## config.mk

```make
export PLATFORM = sky130hd
export DESIGN_NAME = stpcfg_regs
export DESIGN_NICKNAME = d
export VERILOG_FILES = /design/src/hdl/stpcfg_pkg.sv /design/src/hdl/stpcfg_edge_det.sv /design/src/hdl/stpcfg_regs.sv
export SDC_FILE = /design/constraint.sdc
export NUM_CORES = 1
export LEC_CHECK = 0
export BUFFER_PORTS_ARGS = -buffer_cell sky130_fd_sc_hd__buf_2
export CAP_MARGIN = 20
export CORE_AREA = 10 10 86 88
export DETAILED_ROUTE_END_ITERATION = 10
export DIE_AREA = 0 0 96 98
export PLACE_DENSITY_LB_ADDON = 0.3
export SLEW_MARGIN = 5
export SYNTH_ARGS = -nofsm -noshare
export SYNTH_HDL_FRONTEND = slang
export SYNTH_HIERARCHICAL = 1
export SYNTH_SLANG_ARGS = --single-unit
```

## constraint.sdc

```tcl
create_clock -name clk -period 3.3 [get_ports clk]
set_input_delay 0.33 -clock clk [delete_from_list [all_inputs] [get_ports clk]]
set_output_delay 0.33 -clock clk [all_outputs]
set_load 0.005 [all_outputs]
```

## src/hdl/stpcfg_pkg.sv

```systemverilog
// Package with register map, field layout and decode tables of the step-charge configuration
package stpcfg_pkg;

  // ==========================================================
  // Register map
  localparam logic [7:0] STPCFG_ADDR_THRESHOLD   = 8'h13;
  localparam logic [7:0] STPCFG_ADDR_CURRENT     = 8'h14;

  // ==========================================================
  // Field layout
  localparam int         STPCFG_HYS_LSB          = 4;
  localparam int         STPCFG_HYS_W            = 3;
  localparam int         STPCFG_RISE_LSB         = 0;
  localparam int         STPCFG_RISE_W           = 4;
  localparam int         STPCFG_UVLO_LSB         = 3;
  localparam int         STPCFG_UVLO_W           = 2;
  localparam int         STPCFG_FRAC_LSB         = 0;
  localparam int         STPCFG_FRAC_W           = 3;
  localparam logic [7:0] STPCFG_THRESHOLD_MASK   = 8'h7f;
  localparam logic [7:0] STPCFG_CURRENT_MASK     = 8'h1f;

  // ==========================================================
  // Values after reset; the four field values also after an input-present edge
  localparam logic [2:0] STPCFG_HYS_RESET        = 3'h0;
  localparam logic [3:0] STPCFG_RISE_RESET       = 4'h0;
  localparam logic [1:0] STPCFG_UVLO_RESET       = 2'h0;
  localparam logic [2:0] STPCFG_FRAC_RESET       = 3'h0;
  localparam logic [3:0] STPCFG_FULL_TENTHS      = 4'ha;
  localparam logic [7:0] STPCFG_READ_RESET       = 8'h00;

  // ==========================================================
  // Decode scales
  localparam logic [9:0] STPCFG_HYS_STEP_MV      = 10'h064;
  localparam logic [2:0] STPCFG_HYS_MAX_CODE     = 3'h5;
  localparam logic [5:0] STPCFG_RISE_STEP_MV     = 6'h32;
  localparam logic [3:0] STPCFG_FRAC_BASE_TENTHS = 4'h2;

  // Edge selection for the input-present reset
  typedef enum logic [1:0] {
    STPCFG_EDGE_RISE,
    STPCFG_EDGE_FALL,
    STPCFG_EDGE_BOTH,
    STPCFG_EDGE_NONE
  } stpcfg_edge_t;

endpackage : stpcfg_pkg

```

## src/hdl/stpcfg_edge_det.sv

```systemverilog
// Synchroniser and selectable edge detector for the charger input-present pin
`timescale 1ns/1ps

module stpcfg_edge_det (
  input  wire logic                   clk,
  input  wire logic                   reset,
  input  wire logic                   pin,
  input  wire stpcfg_pkg::stpcfg_edge_t edge_sel,
  output logic                        edge_pulse
);
  import stpcfg_pkg::*;

  logic sync1_q, sync1_d;
  logic sync2_q, sync2_d;
  logic prev_q,  prev_d;
  logic edge_q,  edge_d;

  always_comb begin
    sync1_d = pin;
    sync2_d = sync1_q;
    prev_d  = sync2_q;
    unique case (edge_sel)
      STPCFG_EDGE_RISE: edge_d = sync2_q & ~prev_q;
      STPCFG_EDGE_FALL: edge_d = ~sync2_q & prev_q;
      STPCFG_EDGE_BOTH: edge_d = sync2_q ^ prev_q;
      STPCFG_EDGE_NONE: edge_d = 1'b0;
    endcase
  end

  // Prev starts low so a pin already high at reset release reads as a rising edge
  always_ff @(posedge clk) begin
    if (reset) begin
      sync1_q <= 1'b0;
      sync2_q <= 1'b0;
      prev_q  <= 1'b0;
      edge_q  <= 1'b0;
    end else begin
      sync1_q <= sync1_d;
      sync2_q <= sync2_d;
      prev_q  <= prev_d;
      edge_q  <= edge_d;
    end
  end

  assign edge_pulse = edge_q;

  edge_source_a: assert property (@(posedge clk) disable iff (reset)
    edge_q |-> $past(sync2_q) != $past(prev_q))
    else $error("edge pulse without a pin change");
  edge_masked_a: assert property (@(posedge clk) disable iff (reset)
    $past(edge_sel) == STPCFG_EDGE_NONE |-> !edge_q)
    else $error("edge pulse while edges are ignored");
  edge_rise_a: assert property (@(posedge clk) disable iff (reset)
    (edge_q && $past(edge_sel) == STPCFG_EDGE_RISE) |-> $past(sync2_q))
    else $error("rising select pulsed on a falling pin");

endmodule : stpcfg_edge_det

```

## src/hdl/stpcfg_regs.sv

```systemverilog
// Step-charge configuration register pair with decoded threshold and current outputs
// Notes on behaviour
// Both registers return to defaults on the selected input-present edge.
// Hysteresis field bits 6:4, codes 0..5 give 100..600 mV; 6,7 reserved.
// Rising threshold field bits 3:0, sixteen ascending codes 50 mV apart.
// Undervoltage field bits 4:3: 2.7, 2.9, 3.0, 3.2 V.
// Current fraction field bits 2:0: 0.2 plus 0.1 per code.
// Above threshold, current is the smaller of step and thermistor fractions, or the step fraction when thermistor is zero.
// Writable fields read back as written; unused bits read zero.
`timescale 1ns/1ps

module stpcfg_regs (
  input  wire logic                     clk,
  input  wire logic                     reset,
  input  wire logic                     wr_en,
  input  wire logic                     rd_en,
  input  wire logic [7:0]               addr,
  input  wire logic [7:0]               wr_data,
  output logic      [7:0]               rd_data,
  input  wire logic                     charger_input_present,
  input  wire stpcfg_pkg::stpcfg_edge_t input_valid_edge_select,
  input  wire logic                     above_step_threshold,
  input  wire logic [3:0]               thermistor_fraction_tenths,
  output logic      [2:0]               step_hysteresis_sel,
  output logic      [3:0]               step_rising_threshold_sel,
  output logic      [1:0]               system_undervoltage_threshold_sel,
  output logic      [2:0]               step_current_fraction_sel,
  output logic      [9:0]               step_hysteresis_mv,
  output logic      [9:0]               step_rise_offset_mv,
  output logic      [1:0]               uvlo_level_code,
  output logic      [3:0]               fast_charge_fraction_tenths
);
  import stpcfg_pkg::*;

  // ==========================================================
  // Input-present edge
  logic chg_edge;

  stpcfg_edge_det u_stpcfg_edge_det (
    .clk        (clk),
    .reset      (reset),
    .pin        (charger_input_present),
    .edge_sel   (input_valid_edge_select),
    .edge_pulse (chg_edge)
  );

  // ==========================================================
  // Register state
  logic [2:0] hys_q,  hys_d;
  logic [3:0] rise_q, rise_d;
  logic [1:0] uvlo_q, uvlo_d;
  logic [2:0] frac_q, frac_d;
  // Read byte sits in a flop so it stands until the next read
  logic [7:0] rd_q,   rd_d;

  always_comb begin
    hys_d  = hys_q;
    rise_d = rise_q;
    uvlo_d = uvlo_q;
    frac_d = frac_q;
    rd_d   = rd_q;
    // Edge reset wins over a write in the same cycle
    if (chg_edge) begin
      hys_d  = STPCFG_HYS_RESET;
      rise_d = STPCFG_RISE_RESET;
      uvlo_d = STPCFG_UVLO_RESET;
      frac_d = STPCFG_FRAC_RESET;
    end else if (wr_en) begin
      if (addr == STPCFG_ADDR_THRESHOLD) begin
        hys_d  = wr_data[STPCFG_HYS_LSB +: STPCFG_HYS_W];
        rise_d = wr_data[STPCFG_RISE_LSB +: STPCFG_RISE_W];
      end else if (addr == STPCFG_ADDR_CURRENT) begin
        uvlo_d = wr_data[STPCFG_UVLO_LSB +: STPCFG_UVLO_W];
        frac_d = wr_data[STPCFG_FRAC_LSB +: STPCFG_FRAC_W];
      end
    end
    // A read in the same cycle as a write returns the old contents
    if (rd_en) begin
      if (addr == STPCFG_ADDR_THRESHOLD) begin
        rd_d = {1'b0, hys_q, rise_q};
      end else if (addr == STPCFG_ADDR_CURRENT) begin
        rd_d = {3'h0, uvlo_q, frac_q};
      end else begin
        rd_d = 8'h00;
      end
    end
  end

  always_ff @(posedge clk) begin
    if (reset) begin
      hys_q  <= STPCFG_HYS_RESET;
      rise_q <= STPCFG_RISE_RESET;
      uvlo_q <= STPCFG_UVLO_RESET;
      frac_q <= STPCFG_FRAC_RESET;
      rd_q   <= STPCFG_READ_RESET;
    end else begin
      hys_q  <= hys_d;
      rise_q <= rise_d;
      uvlo_q <= uvlo_d;
      frac_q <= frac_d;
      rd_q   <= rd_d;
    end
  end

  // ==========================================================
  // Decoded outputs
  logic [9:0] hys_mv_q,  hys_mv_d;
  logic [9:0] rise_mv_q, rise_mv_d;
  logic [3:0] fchg_q,    fchg_d;
  logic [3:0] step_tenths;

  always_comb begin
    // Reserved hysteresis codes report zero so the analog side can flag them
    if (hys_q <= STPCFG_HYS_MAX_CODE) begin
      hys_mv_d = (10'(hys_q) + 10'h001) * STPCFG_HYS_STEP_MV;
    end else begin
      hys_mv_d = 10'h000;
    end
    rise_mv_d   = 10'(rise_q) * 10'(STPCFG_RISE_STEP_MV);
    // Codes map to two through nine tenths, so the step value is never zero
    step_tenths = 4'(frac_q) + STPCFG_FRAC_BASE_TENTHS;
    // Zero from the thermistor side means no reduction requested
    fchg_d      = thermistor_fraction_tenths;
    if (above_step_threshold) begin
      if (thermistor_fraction_tenths == 4'h0 ||
          step_tenths < thermistor_fraction_tenths) begin
        fchg_d = step_tenths;
      end
    end else if (thermistor_fraction_tenths == 4'h0) begin
      fchg_d = STPCFG_FULL_TENTHS;
    end
  end

  always_ff @(posedge clk) begin
    if (reset) begin
      hys_mv_q  <= STPCFG_HYS_STEP_MV;
      rise_mv_q <= 10'h000;
      fchg_q    <= STPCFG_FULL_TENTHS;
    end else begin
      hys_mv_q  <= hys_mv_d;
      rise_mv_q <= rise_mv_d;
      fchg_q    <= fchg_d;
    end
  end

  assign step_hysteresis_sel               = hys_q;
  assign step_rising_threshold_sel         = rise_q;
  assign system_undervoltage_threshold_sel = uvlo_q;
  assign step_current_fraction_sel         = frac_q;
  assign uvlo_level_code                   = uvlo_q;
  assign step_hysteresis_mv                = hys_mv_q;
  assign step_rise_offset_mv               = rise_mv_q;
  assign fast_charge_fraction_tenths       = fchg_q;
  assign rd_data                           = rd_q;

  // ==========================================================
  // Checks on the register pair
  // Writes, holds and the edge clear
  edge_clears_all_a: assert property (@(posedge clk) disable iff (reset)
    chg_edge |=> (hys_q == 3'h0 && rise_q == 4'h0 && uvlo_q == 2'h0 && frac_q == 3'h0))
    else $error("fields not defaulted after input edge");
  thr_write_a: assert property (@(posedge clk) disable iff (reset)
    (wr_en && !chg_edge && addr == 8'h13) |=> {hys_q, rise_q} == $past(wr_data[6:0]))
    else $error("threshold write not stored");
  cur_write_a: assert property (@(posedge clk) disable iff (reset)
    (wr_en && !chg_edge && addr == 8'h14) |=> {uvlo_q, frac_q} == $past(wr_data[4:0]))
    else $error("current write not stored");
  fields_hold_a: assert property (@(posedge clk) disable iff (reset)
    (!wr_en && !chg_edge) |=> $stable({hys_q, rise_q, uvlo_q, frac_q}))
    else $error("fields changed without a write");
  unmapped_write_a: assert property (@(posedge clk) disable iff (reset)
    (wr_en && !chg_edge && addr != 8'h13 && addr != 8'h14) |=>
      $stable({hys_q, rise_q, uvlo_q, frac_q}))
    else $error("unmapped write changed a field");

  // Read port
  read_zero_a: assert property (@(posedge clk) disable iff (reset)
    (rd_en && addr == 8'h14) |=> rd_data[7:5] == 3'b000 && rd_data[4:0] == $past({uvlo_q, frac_q}))
    else $error("current register readback wrong");
  read_thr_a: assert property (@(posedge clk) disable iff (reset)
    (rd_en && addr == 8'h13) |=> rd_data == {1'b0, $past(hys_q), $past(rise_q)})
    else $error("threshold register readback wrong");
  read_unmapped_a: assert property (@(posedge clk) disable iff (reset)
    (rd_en && addr != 8'h13 && addr != 8'h14) |=> rd_data == 8'h00)
    else $error("unmapped read not zero");
  read_hold_a: assert property (@(posedge clk) disable iff (reset)
    !rd_en |=> $stable(rd_data))
    else $error("read data changed without a read");

  // ==========================================================
  // Checks on the decoded outputs
  // Decodes trail the fields by one cycle
  hys_decode_a: assert property (@(posedge clk) disable iff (reset)
    (hys_q == 3'h5 && $stable(hys_q)) |=> hys_mv_q == 10'd600)
    else $error("hysteresis code 5 not 600 mV");
  hys_step_a: assert property (@(posedge clk) disable iff (reset)
    (hys_q <= 3'h5) |=> hys_mv_q == 10'd100 * (10'($past(hys_q)) + 10'd1))
    else $error("hysteresis not 100 mV per code");
  hys_reserved_a: assert property (@(posedge clk) disable iff (reset)
    (hys_q[2:1] == 2'b11) |=> hys_mv_q == 10'd0)
    else $error("reserved hysteresis code decoded");
  rise_decode_a: assert property (@(posedge clk) disable iff (reset)
    1'b1 |=> rise_mv_q == 10'($past(rise_q)) * 10'd50)
    else $error("rising offset not 50 mV per code");

  // Fraction selection; zero from the thermistor side means no cap
  frac_decode_a: assert property (@(posedge clk) disable iff (reset)
    (above_step_threshold && thermistor_fraction_tenths == 4'h0) |=>
      fchg_q == 4'($past(frac_q)) + 4'd2)
    else $error("step fraction not two tenths plus code");
  step_min_a: assert property (@(posedge clk) disable iff (reset)
    above_step_threshold |=> fchg_q <= 4'($past(frac_q)) + 4'd2)
    else $error("step current fraction exceeded");
  therm_cap_a: assert property (@(posedge clk) disable iff (reset)
    (above_step_threshold && thermistor_fraction_tenths != 4'h0) |=>
      fchg_q <= $past(thermistor_fraction_tenths))
    else $error("thermistor fraction exceeded above step");
  below_therm_a: assert property (@(posedge clk) disable iff (reset)
    (!above_step_threshold && thermistor_fraction_tenths != 4'h0) |=>
      fchg_q == $past(thermistor_fraction_tenths))
    else $error("thermistor fraction not used below step");
  below_full_a: assert property (@(posedge clk) disable iff (reset)
    (!above_step_threshold && thermistor_fraction_tenths == 4'h0) |=> fchg_q == 4'ha)
    else $error("full fraction not used below step");

endmodule : stpcfg_regs

```

# After elaboration in Yosys (flattened, before gate mapping)
# Cells that the tools add are included.
# totals
memories	0
inputBits	28
latch_bits	0
reg_bits	48
rom_bits	0
ram_bits	0
# classes
n_eq_ne	5
n_lt_le_gt_ge	2
div_mod_pow	0
n_shift	0
multipliers	2
mux	7
reduce_logical	7
add_sub_neg	2
n_bitwise	7
# op_table
op	n
$eq 8x5->1 const B	2
$mux 7	2
$mux 4	3
$mul 4x5->9 const B	1
$mul 4x5->8 const B	1
$mux 5	1
$add 3x1->4 const B	1
$add 3x2->4 const B	1
$eq 2x2->1 const B	2
$logic_not 4->1	1
$lt 4x4->1	1
$not 1->1	4
$pmux 1 s4	1
$reduce_or 2->1	2
$le 3x3->1 const B	1
$reduce_and 3->1	1
$and 1x1->1	2
$eq 2x1->1 const B	1
$logic_not 2->1	1
$reduce_and 2->1	1
$logic_or 1x1->1	1
$xor 1x1->1	1

# Depth between registers and ports, before layout
# Gate-level depths: netlist of run 1.
# logic_depth
ltp_word	5
depth_mapped	9

# By module
# Netlist of run 1, hierarchy kept.
# modules_own_cells
module	area_per_inst_um2	n_inst	seq_area_each_um2	cells_per_inst
stpcfg_regs	1995.7	1	800.8	207
stpcfg_edge_det	162.7	1	80.1	15

# Worst setup path before layout of run 1
# No wires, ideal clock.
# synth_path
kind	flip-flop to flip-flop
startpoint	register hys_q[0], in the netlist step_hysteresis_sel[0]
endpoint	register hys_mv_q[8], in the netlist step_hysteresis_mv[8]
path_buffers	0
slack_ns	1.377
synth_period_minus_slack_ns	1.923
stages_incl_launch_ff	8
setup_ns	0.115
t_arrival_ns	1.809
cell_sequence	dfxtp_1 inv_1 ha_1 inv_1 ha_1 fa_1 xnor2_1 nor2_1
# synth_via
elab_chain_len	3
# synth_rtl
element	line_no	rtl
start: declaration	stpcfg_regs.sv:49	logic [2:0] hys_q, hys_d;
start signal: assignment	stpcfg_regs.sv:97	hys_q <= hys_d;
parallel branches: the longest is 3 deep, another holds $mul 4x5->8	-	
end signal: assignment	stpcfg_regs.sv:140	hys_mv_q <= hys_mv_d;
end: declaration	stpcfg_regs.sv:107	logic [9:0] hys_mv_q, hys_mv_d;
# Several ways; the timed one is not identified.
# A chain may end at the register's enable or synchronous reset.

# Final worst setup path of run 1
# layout_path
startpoint	register frac_q[1], in the netlist step_current_fraction_sel[1]
endpoint	register fchg_q[2], in the netlist fast_charge_fraction_tenths[2]
# layout_via
elab_chain_len	5
# layout_rtl
element	line_no	rtl
start: declaration	stpcfg_regs.sv:52	logic [2:0] frac_q, frac_d;
start signal: assignment	stpcfg_regs.sv:100	frac_q <= frac_d;
$add 3x2->4 *	stpcfg_regs.sv:121	step_tenths = 4'(frac_q) + STPCFG_FRAC_BASE_TENTHS;
$lt 4x4->1	stpcfg_regs.sv:126	step_tenths < thermistor_fraction_tenths) begin
$logic_or 1x1->1	stpcfg_regs.sv:125	if (thermistor_fraction_tenths == 4'h0 ||
$mux 4 *	stpcfg_regs.sv:125	
$mux 4 *	stpcfg_regs.sv:124	if (above_step_threshold) begin
end signal: assignment	stpcfg_regs.sv:142	fchg_q <= fchg_d;
end: declaration	stpcfg_regs.sv:109	logic [3:0] fchg_q, fchg_d;
# Every way passes the cells marked *; elsewhere a longest branch is shown, timed or not.

==> results.yml, run 1 <==
run_status:
  outcome: "finished, final reports clean"
critical_path:
  cp_top_family: "compound AO/OA/AOI/OAI gates"
  reg2reg_to: "fast_charge_fraction_tenths[2]$_SDFF_PP0_"
  crit_buf_inv: 0
  r2r_slack_ns: 1.20
  worstPathArrival_ns: 2.25
  cp_max_fo: 5
  cpMaxStageDelayCell: "o311ai_0"
  r2r_start: "step_current_fraction_sel[1]$_SDFFE_PP0P_"
  startpoint: "step_current_fraction_sel[1]$_SDFFE_PP0P_"
  ff2ff_path_depth: 6
  cp-start-kind: "flip-flop"
  critPathKind: "flip-flop to flip-flop"
  crit_top_cell: "ha_1"
  cp-end-kind: "flip-flop"
  crit_chain: "ha_1 > ha_1 > o21a_1 > nor2_1 > o311ai_0 > o32ai_1"
  required_ns: 3.45
  crit_path_max_incr_delay_ns: 0.58
grt:
  grt_pass1_vias: 1672
  grt_first_pass_wirelength_um: 8180
  gr-usage-all-layers_pct: 10.8
  antenna_found_initial: 0
  grt_max_degree: 31
  overflow: 0
synthesis:
  ys_async_sr_fraction_pct: 0
  synthFlopType: "dfxtp_1"
  synth.avg_cell_area_um2: 9.72
  synthTopCellsByArea: "dfxtp_1 (41%), ha_1 (13%), mux2i_1 (6.0%)"
  netlist_area_um2: 2160
  synth_top_area_cell: "dfxtp_1"
  yosys.cell_count.top_type: "dfxtp_1"
  synth.top_cell.area_share_pct: 40.8
  yosys_warnings: 6
  synth-seq-cells: 44
  yosysSeqAreaShare_pct: 40.8
  synth-edff-count: 0
  syn-instance-count: 222
  synth.distinct_cells: 42
  netlist_top_cells_count: "dfxtp_1 (44), nor2_1 (24), ha_1 (22), inv_1 (22), mux2i_1 (13)"
sta:
  max_freq_mhz: 476
  finalCritPeriodShare_pct: 63.6
  skew_ns: 0.00363
  finalCriticalPeriod_ns: 2.10
  maxSlewViolCount: 0
  relSlewSlack_pct: 56.4
  setup_viol: 0
  hold_viol_final: 0
  rsz0062_at_grt: "no"
  tns_ns: 0
  worst_slew_pin_slew_ns: 0.646
drt:
  drt_iter0_drc: 52
  vias_per_cell: 4.62
  first_pass_iters: 4
  totalWireLength_um: 5050
  vias: 1667
  drcViolationCount: 0
  wire_per_inst_um: 14.0
  postRouteAntennaNets: 0
clock_tree:
  postCtsSetupBuffers: 0
  htree_levels: 2
  cts_sinks: 44
  cts-root-buf: "clkbuf_8"
  cts_tree: "done"
  path_clk_slew_ns: 0.08
  cts_resized: 0
  clock_latency_ns: 0.29
  cts_hold_buffers: 0
  cts_made_buffers: 5
  clockBufferDepth: 2
die:
  ios: 74
  fp.dieH_um: 98
  initial_core_util_pct: 37.6
  core_um2: 5750
  fp-row-count: 28
  dieArea_um2: 9410
  dieWidth_um: 96
power_and_ir_drop:
  p_leak_nw: 1.33
  p_per_area_nw_per_um2: 388
  ir_worst_vdd_v: 0.000218
  finalPower_mw: 1.02
placement:
  hpwl_um: 4020
  dp.cells: 353
  placed_area_um2: 2510
  io_buffers: 68
  gp_congestion: 0.819
finish:
  final_layout_size_suffix_gt1_share_pct: 28.7
  multiInputGateArea_um2: 1110
  final_nets: 337
  design_area_um2: 2620
  final_core_util_pct: 45.7
  fillers: 588
  seqCellArea_um2: 881
  antennaDiodeCount: 0
  stdcell_count: 361
  area_delta_synth_final_pct: 21.6
min_path:
  hold_depth: 2
  hp-class: "input pin to flip-flop"
  whs_endpoint: "u_stpcfg_edge_det/sync1_q$_SDFF_PP0_"
  hp-start: "charger_input_present"
job:
  maxCapViolCount: 0
==> where the power goes <==
group | leakage [nW] | switching (mW) | total [mW] | internal, mW
Clock | 0.0541 | 0.188 | 0.412 | 0.224
Combinational | 0.916 | 0.0375 | 0.0671 | 0.0296
Sequential | 0.357 | 0.00174 | 0.539 | 0.537
Total | 1.33 | 0.227 | 1.02 | 0.791
==> flip-flops by register name, indices dropped and copies added, names as in the netlist, 2 cells and up <==
register and flops:
step_rise_offset_mv 9, step_hysteresis_mv 8, rd_data 7, fast_charge_fraction_tenths 4, step_rising_threshold_sel 4, step_current_fraction_sel 3, step_hysteresis_sel 3, system_undervoltage_threshold_sel 2
==> per-stage QoR <==
step	setup slack [ns]	hold slack, ns
2_1_floorplan	1.38	0.395
3_3_place_gp	1.26	0.421
3_5_place_dp	1.21	0.429
4_1_cts	1.20	0.232
5_1_grt	1.08	0.283
6_report	1.20	0.247
==> kinds of logic after synthesis <==
family,synth area share (%)
adder cells (fa/ha/maj),14.6
AND/OR/NAND/NOR,16.8
flip-flops,40.8
multiplexers,6.03
XOR/XNOR,3.25
buffers and inverters,8.23
other,0.174
AO/OA/AOI/OAI,10.1
==> layout by cell type (no fill, tap or decap), drive strengths merged, types with 5 or more instances in the layout <==
master	n
clkbuf	5
conb	5
nor2b	8
mux2i	13
ha	22
a21oi	10
a22o	5
inv	22
dfxtp	44
nor2	25
nand2b	8
nand3	5
buf	68
==> metal layers <==
| metal | vias up | GRT usage (%) | routed length (um) |
|---|---|---|---|
| li1 | 857 | - | - |
| met1 | 766 | 12.6 | 2150 |
| met2 | 40 | 17.3 | 2480 |
| met3 | 4 | 4.59 | 373 |
| met4 | 0 | 3.29 | 39 |
| met5 | - | 0 | 0 |
==> worst max-delay path by stage <==
stage	end	slack (ns)	cells after the start
floorplan	step_hysteresis_mv[8]$_SDFF_PP0_	1.38	7
global placement	step_hysteresis_mv[8]$_SDFF_PP0_	1.26	7
detailed placement	fast_charge_fraction_tenths[2]$_SDFF_PP0_	1.21	6
CTS	fast_charge_fraction_tenths[2]$_SDFF_PP0_	1.20	6
global route	step_hysteresis_mv[8]$_SDFF_PP0_	1.08	7
finish	fast_charge_fraction_tenths[2]$_SDFF_PP0_	1.20	6
==> final cells by class <==
type / count / share of cell area [%]
Multi-Input combinational cell: 144 / 42.5
Sequential cell: 44 / 33.6
Timing Repair Buffer: 68 / 13.0
Tap cell: 75 / 3.58
Inverter: 22 / 3.15
Clock buffer: 5 / 2.62
Clock inverter: 3 / 1.62
(Power assumes the default switching activity.)
==> inputs of run 2 (changes only) <==
==> constraint.sdc (replaced) <==
create_clock -name clk -period 1.9 [get_ports clk]
set_input_delay 0.19 -clock clk [delete_from_list [all_inputs] [get_ports clk]]
set_output_delay 0.19 -clock clk [all_outputs]
set_load 0.005 [all_outputs]
==> results.yml, run 2 (synthesis gave the netlist of run 1 again) <==
run_status:
  outcome: "finished, final reports clean"
finish:
  seqCellArea_um2: 887
  antennaDiodeCount: 0
  largest_register_ffs: 9
  final_layout_size_suffix_gt1_share_pct: 36.4
  area_delta_synth_final_pct: 30.0
  final_nets: 353
  multiInputGateArea_um2: 1170
  fillers: 586
  final_cell_mix: "buf_2 (68), dfxtp_1 (39), nor2_1 (23)"
  final_core_util_pct: 48.8
  final_common_cell: "buf_2"
grt:
  grt_max_degree: 17
  grt_pass1_vias: 1767
  grt_first_pass_wirelength_um: 8610
  antenna_found_initial: 0
  overflow: 0
  gr-usage-all-layers_pct: 11.4
clock_tree:
  cts_made_buffers: 5
  cts_tree: "done"
  clockBufferDepth: 2
  htree_levels: 2
  clock_latency_ns: 0.29
  cts_hold_buffers: 0
  cts-root-buf: "clkbuf_8"
  cts_sinks: 44
  path_clk_slew_ns: 0.08
drt:
  vias_per_cell: 4.55
  postRouteAntennaNets: 0
  vias: 1714
  first_pass_iters: 4
  drcViolationCount: 0
  drt_iter0_drc: 47
  wire_per_inst_um: 14.1
  totalWireLength_um: 5300
job:
  maxCapViolCount: 0
critical_path:
  cp_max_fo: 5
  required_ns: 2.09
  ff2ff_path_depth: 7
  cp-end-kind: "flip-flop"
  cp-start-kind: "flip-flop"
  critPathKind: "flip-flop to flip-flop"
  worstPathArrival_ns: 1.98
placement:
  gp_congestion: 0.833
  io_buffers: 68
  hpwl_um: 4280
  pre_cts_slack_ns: -0.0209
power_and_ir_drop:
  p_leak_nw: 1.40
  p_per_area_nw_per_um2: 633
  ir_worst_vdd_v: 0.000350
min_path:
  hold_depth: 2
  hp-class: "input pin to flip-flop"
die:
  dieArea_um2: 9410
  dieWidth_um: 96
  fp-row-count: 28
  ios: 74
  initial_core_util_pct: 37.6
  core_um2: 5750
  fp.dieH_um: 98
sta:
  finalCriticalPeriod_ns: 1.79
  max_freq_mhz: 560
  setup_viol: 0
  hold_viol_final: 0
  maxSlewViolCount: 0
  skew_ns: 0.00617
  fin_ws_ns: 0.113
  finalCritPeriodShare_pct: 94.1
  tns_ns: 0
  rsz0062_at_grt: "no"
run 2: metrics by stage:
| stage | std cells | area (um^2) | power [mW] | hold slack [ns] |
|---|---|---|---|---|
| CTS | 376 | 2750 | 1.80 | 0.0992 |
| floorplan | 226 | 2180 | 1.03 | 0.255 |
| global placement | 368 | 2630 | 1.08 | 0.402 |
| global route | 377 | 2810 | 1.85 | 0.108 |
| detailed placement | 368 | 2630 | 1.08 | 0.411 |
| finish | 377 | 2810 | 1.78 | 0.106 |
run 2: path summary, 6_finish.rpt:
path | slack, ns | end | from
setup / recovery | 0.11 | step_hysteresis_mv[8]$_SDFF_PP0_ | step_hysteresis_sel[0]$_SDFFE_PP0P_
hold / removal | 0.11 | u_stpcfg_edge_det/sync1_q$_SDFF_PP0_ | charger_input_present
setup reg to reg | 0.11 | step_hysteresis_mv[8]$_SDFF_PP0_ | step_hysteresis_sel[0]$_SDFFE_PP0P_
hold reg to reg | 0.44 | u_stpcfg_edge_det/prev_d$_SDFF_PP0_ | u_stpcfg_edge_det/sync1_q$_SDFF_PP0_
run 2: repair_timing:
action	4_1_cts	5_1_grt
endpoints found under the setup margin	1	7
pin swaps	0	3
gates resized for setup	1	9
endpoints found under the hold margin	0	0
setup buffers	0	1
run 2: cell type report:
type / count / share of cell area, %
Inverter: 22 / 2.94
Sequential cell: 44 / 31.6
Multi-Input combinational cell: 144 / 41.7
Timing Repair Buffer: 84 / 16.4
Clock inverter: 3 / 1.52
Tap cell: 75 / 3.34
Clock buffer: 5 / 2.45
run 2: routing by layer:
metal  routed length, um  vias to the layer above  part of all wire [%]  global-route usage (%)
met5                   0                        -                     0                       0
met4                  49                        0                  0.92                    3.06
met3                 358                        6                   6.8                    4.06
met2                2620                       39                    49                    19.2
met1                2270                      777                    43                    13.1
li1                    -                      892                     -                       -
run 2: power by group:
group | internal [mW] | total (mW) | switching (mW)
logic | 0.0592 | 0.129 | 0.0696
registers | 0.932 | 0.935 | 0.00301
clock network | 0.389 | 0.712 | 0.322
total | 1.38 | 1.78 | 0.395
run 2: critical path, stage by stage (launching register included):
cell and delay (ns):
dfxtp_2 0.35, ha_2 0.20, xnor2_2 0.16, inv_1 0.10, ha_4 0.25, fa_1 0.43
xnor2_1 0.15, nor2_1 0.05
==> inputs of run 3 (changes only) <==
--- a/config.mk
+++ b/config.mk
@@ -7,9 +7,9 @@
 export LEC_CHECK = 0
 export BUFFER_PORTS_ARGS = -buffer_cell sky130_fd_sc_hd__buf_2
 export CAP_MARGIN = 20
-export CORE_AREA = 10 10 86 88
+export CORE_AREA = 10 10 90 84
 export DETAILED_ROUTE_END_ITERATION = 10
-export DIE_AREA = 0 0 96 98
+export DIE_AREA = 0 0 100 94
 export PLACE_DENSITY_LB_ADDON = 0.3
 export SLEW_MARGIN = 5
 export SYNTH_ARGS = -nofsm -noshare
==> results.yml, run 3 (synthesis gave the netlist of run 1 again) <==
job:
  maxCapViolCount: 0
sta:
  setup_viol: 0
  rsz0062_at_grt: "no"
  finalCritPeriodShare_pct: 95.7
  holdWs_ns: 0.0984
  finalCriticalPeriod_ns: 1.82
  worst_slew_pin_slew_ns: 0.661
  fin_ws_ns: 0.0817
  maxSlewViolCount: 0
  hold_viol_final: 0
  relSlewSlack_pct: 55.8
  max_freq_mhz: 550
  skew_ns: 0.00611
drt:
  vias_per_cell: 4.62
  drcViolationCount: 0
  vias: 1719
  totalWireLength_um: 5370
  postRouteAntennaNets: 0
  wire_per_inst_um: 14.4
  first_pass_iters: 4
  drt_iter0_drc: 52
finish:
  final_layout_size_suffix_gt1_share_pct: 36.1
  largest_register_ffs: 9
  final_nets: 354
  final_cell_mix: "buf_2 (68), dfxtp_1 (39), nor2_1 (24)"
  antennaDiodeCount: 0
  area_delta_synth_final_pct: 29.9
  final_core_util_pct: 49.8
  design_area_um2: 2800
  final_common_cell: "buf_2"
critical_path:
  reg2reg_to: "fast_charge_fraction_tenths[3]$_SDFF_PP1_"
  cp-end-kind: "flip-flop"
  cp_max_fo: 4
  crit_path_max_incr_delay_ns: 0.37
  cp-start-kind: "flip-flop"
  crit_chain: "ha_4 > ha_1 > o21a_1 > nor2_1 > buf_4 > o21a_4 > o41a_1"
  worstPathArrival_ns: 2.01
  ff2ff_path_depth: 7
  cpMaxStageDelayCell: "dfxtp_1"
  r2r_slack_ns: 0.08
  r2r_start: "step_current_fraction_sel[1]$_SDFFE_PP0P_"
  required_ns: 2.09
  critPathKind: "flip-flop to flip-flop"
grt:
  met1_usage_pct: 13.0
  gr-usage-met2_pct: 18.6
  grt_first_pass_wirelength_um: 8560
  gr-usage-all-layers_pct: 11.4
  overflow: 0
  grt_pass1_vias: 1757
  grt_max_degree: 18
  antenna_found_initial: 0
  top_usage_layer: "met2"
  met3_usage_pct: 3.97
clock_tree:
  htree_levels: 2
  cts_tree: "done"
  postCtsSetupBuffers: 0
  path_clk_slew_ns: 0.08
  cts-root-buf: "clkbuf_8"
  clockBufferDepth: 2
  clock_latency_ns: 0.30
  cts_made_buffers: 5
  cts_sinks: 44
die:
  dieArea_um2: 9400
  initial_core_util_pct: 38.4
  dieWidth_um: 100
  fp-row-count: 26
  ios: 74
  fp.dieH_um: 94
  core_um2: 5630
power_and_ir_drop:
  p_per_area_nw_per_um2: 604
  ir_worst_vdd_v: 0.000314
  p_leak_nw: 1.41
min_path:
  hp-start: "charger_input_present"
  hold_depth: 2
  whs_endpoint: "u_stpcfg_edge_det/sync1_q$_SDFF_PP0_"
  hp-class: "input pin to flip-flop"
run_status:
  outcome: "finished, final reports clean"
placement:
  pre_cts_slack_ns: -0.166
  hpwl_um: 4290
  placed_area_um2: 2640
  gp_congestion: 0.807
  io_buffers: 68
run 3: cell count changes in the layout (fill, tap and decap cells not counted), sizes merged:
cell | before | now
clkbuf | 5 | 7
buf | 84 | 85
bufinv | 1 | 0
clkinv | 1 | 0
clkinvlp | 1 | 0
run 3: worst max-delay path, delay by kind of cell, from the launching register on:
family / cells / cell delay [ns]
AOI/OAI and AO/OA: 3 / 0.65
buffers and inverters: 1 / 0.14
adders and majority gates: 2 / 0.47
and+or+nand+nor: 1 / 0.06
DFF: 1 / 0.37
run 3: worst max-delay path by stage:
stage | to | depth (start not counted) | slack, ns | startpoint
after floorplan | step_hysteresis_mv[8]$_SDFF_PP0_ | 7 | 0.05 | step_hysteresis_sel[0]$_SDFFE_PP0P_
after global placement | fast_charge_fraction_tenths[2]$_SDFF_PP0_ | 6 | -0.07 | step_current_fraction_sel[1]$_SDFFE_PP0P_
after detailed placement | fast_charge_fraction_tenths[0]$_SDFF_PP0_ | 6 | -0.17 | step_current_fraction_sel[1]$_SDFFE_PP0P_
after CTS | step_hysteresis_mv[8]$_SDFF_PP0_ | 7 | 0.01 | step_hysteresis_sel[1]$_SDFFE_PP0P_
after global routing | step_rise_offset_mv[9]$_SDFF_PP0_ | 8 | 0.006 | step_rising_threshold_sel[2]$_SDFFE_PP0P_
final | fast_charge_fraction_tenths[3]$_SDFF_PP1_ | 7 | 0.08 | step_current_fraction_sel[1]$_SDFFE_PP0P_
run 3: cell type report:
class                   instances  area, um^2
inverters                      22        82.6
well taps                      70        87.6
multi-input cells             144        1180
flip-flops and latches         44         892
fillers                       564        2820
repair buffers                 85         468
clock buffers                   7        96.3
run 3: layer usage:
metal,part of all wire [%],vias to the layer above,routed length [um]
li1,-,898,-
met3,8.2,10,439
met5,0,-,0
met4,2.6,0,141
met1,43,760,2300
met2,46,51,2490
run 3: through the flow:
stage | instances | setup TNS (ns) | power [mW]
after floorplan | 226 | 0 | 1.03
after global placement | 365 | -0.157 | 1.08
after detailed placement | 365 | -0.392 | 1.08
after CTS | 372 | 0 | 1.72
after global routing | 372 | 0 | 1.78
final | 372 | 0 | 1.69
run 3: power by group:
group / internal, mW / switching [mW] / total [mW]
registers: 0.930 / 0.00299 / 0.933
logic: 0.0598 / 0.0709 / 0.131
clock network: 0.324 / 0.307 / 0.631
run 3: what timing repair did:
action | 4_1_cts | 5_1_grt
resized for setup | 2 | 10
pin swaps | 0 | 2
hold buffers | 0 | 0
hold endpoints to repair | 0 | 0
setup endpoints to repair | 4 | 8
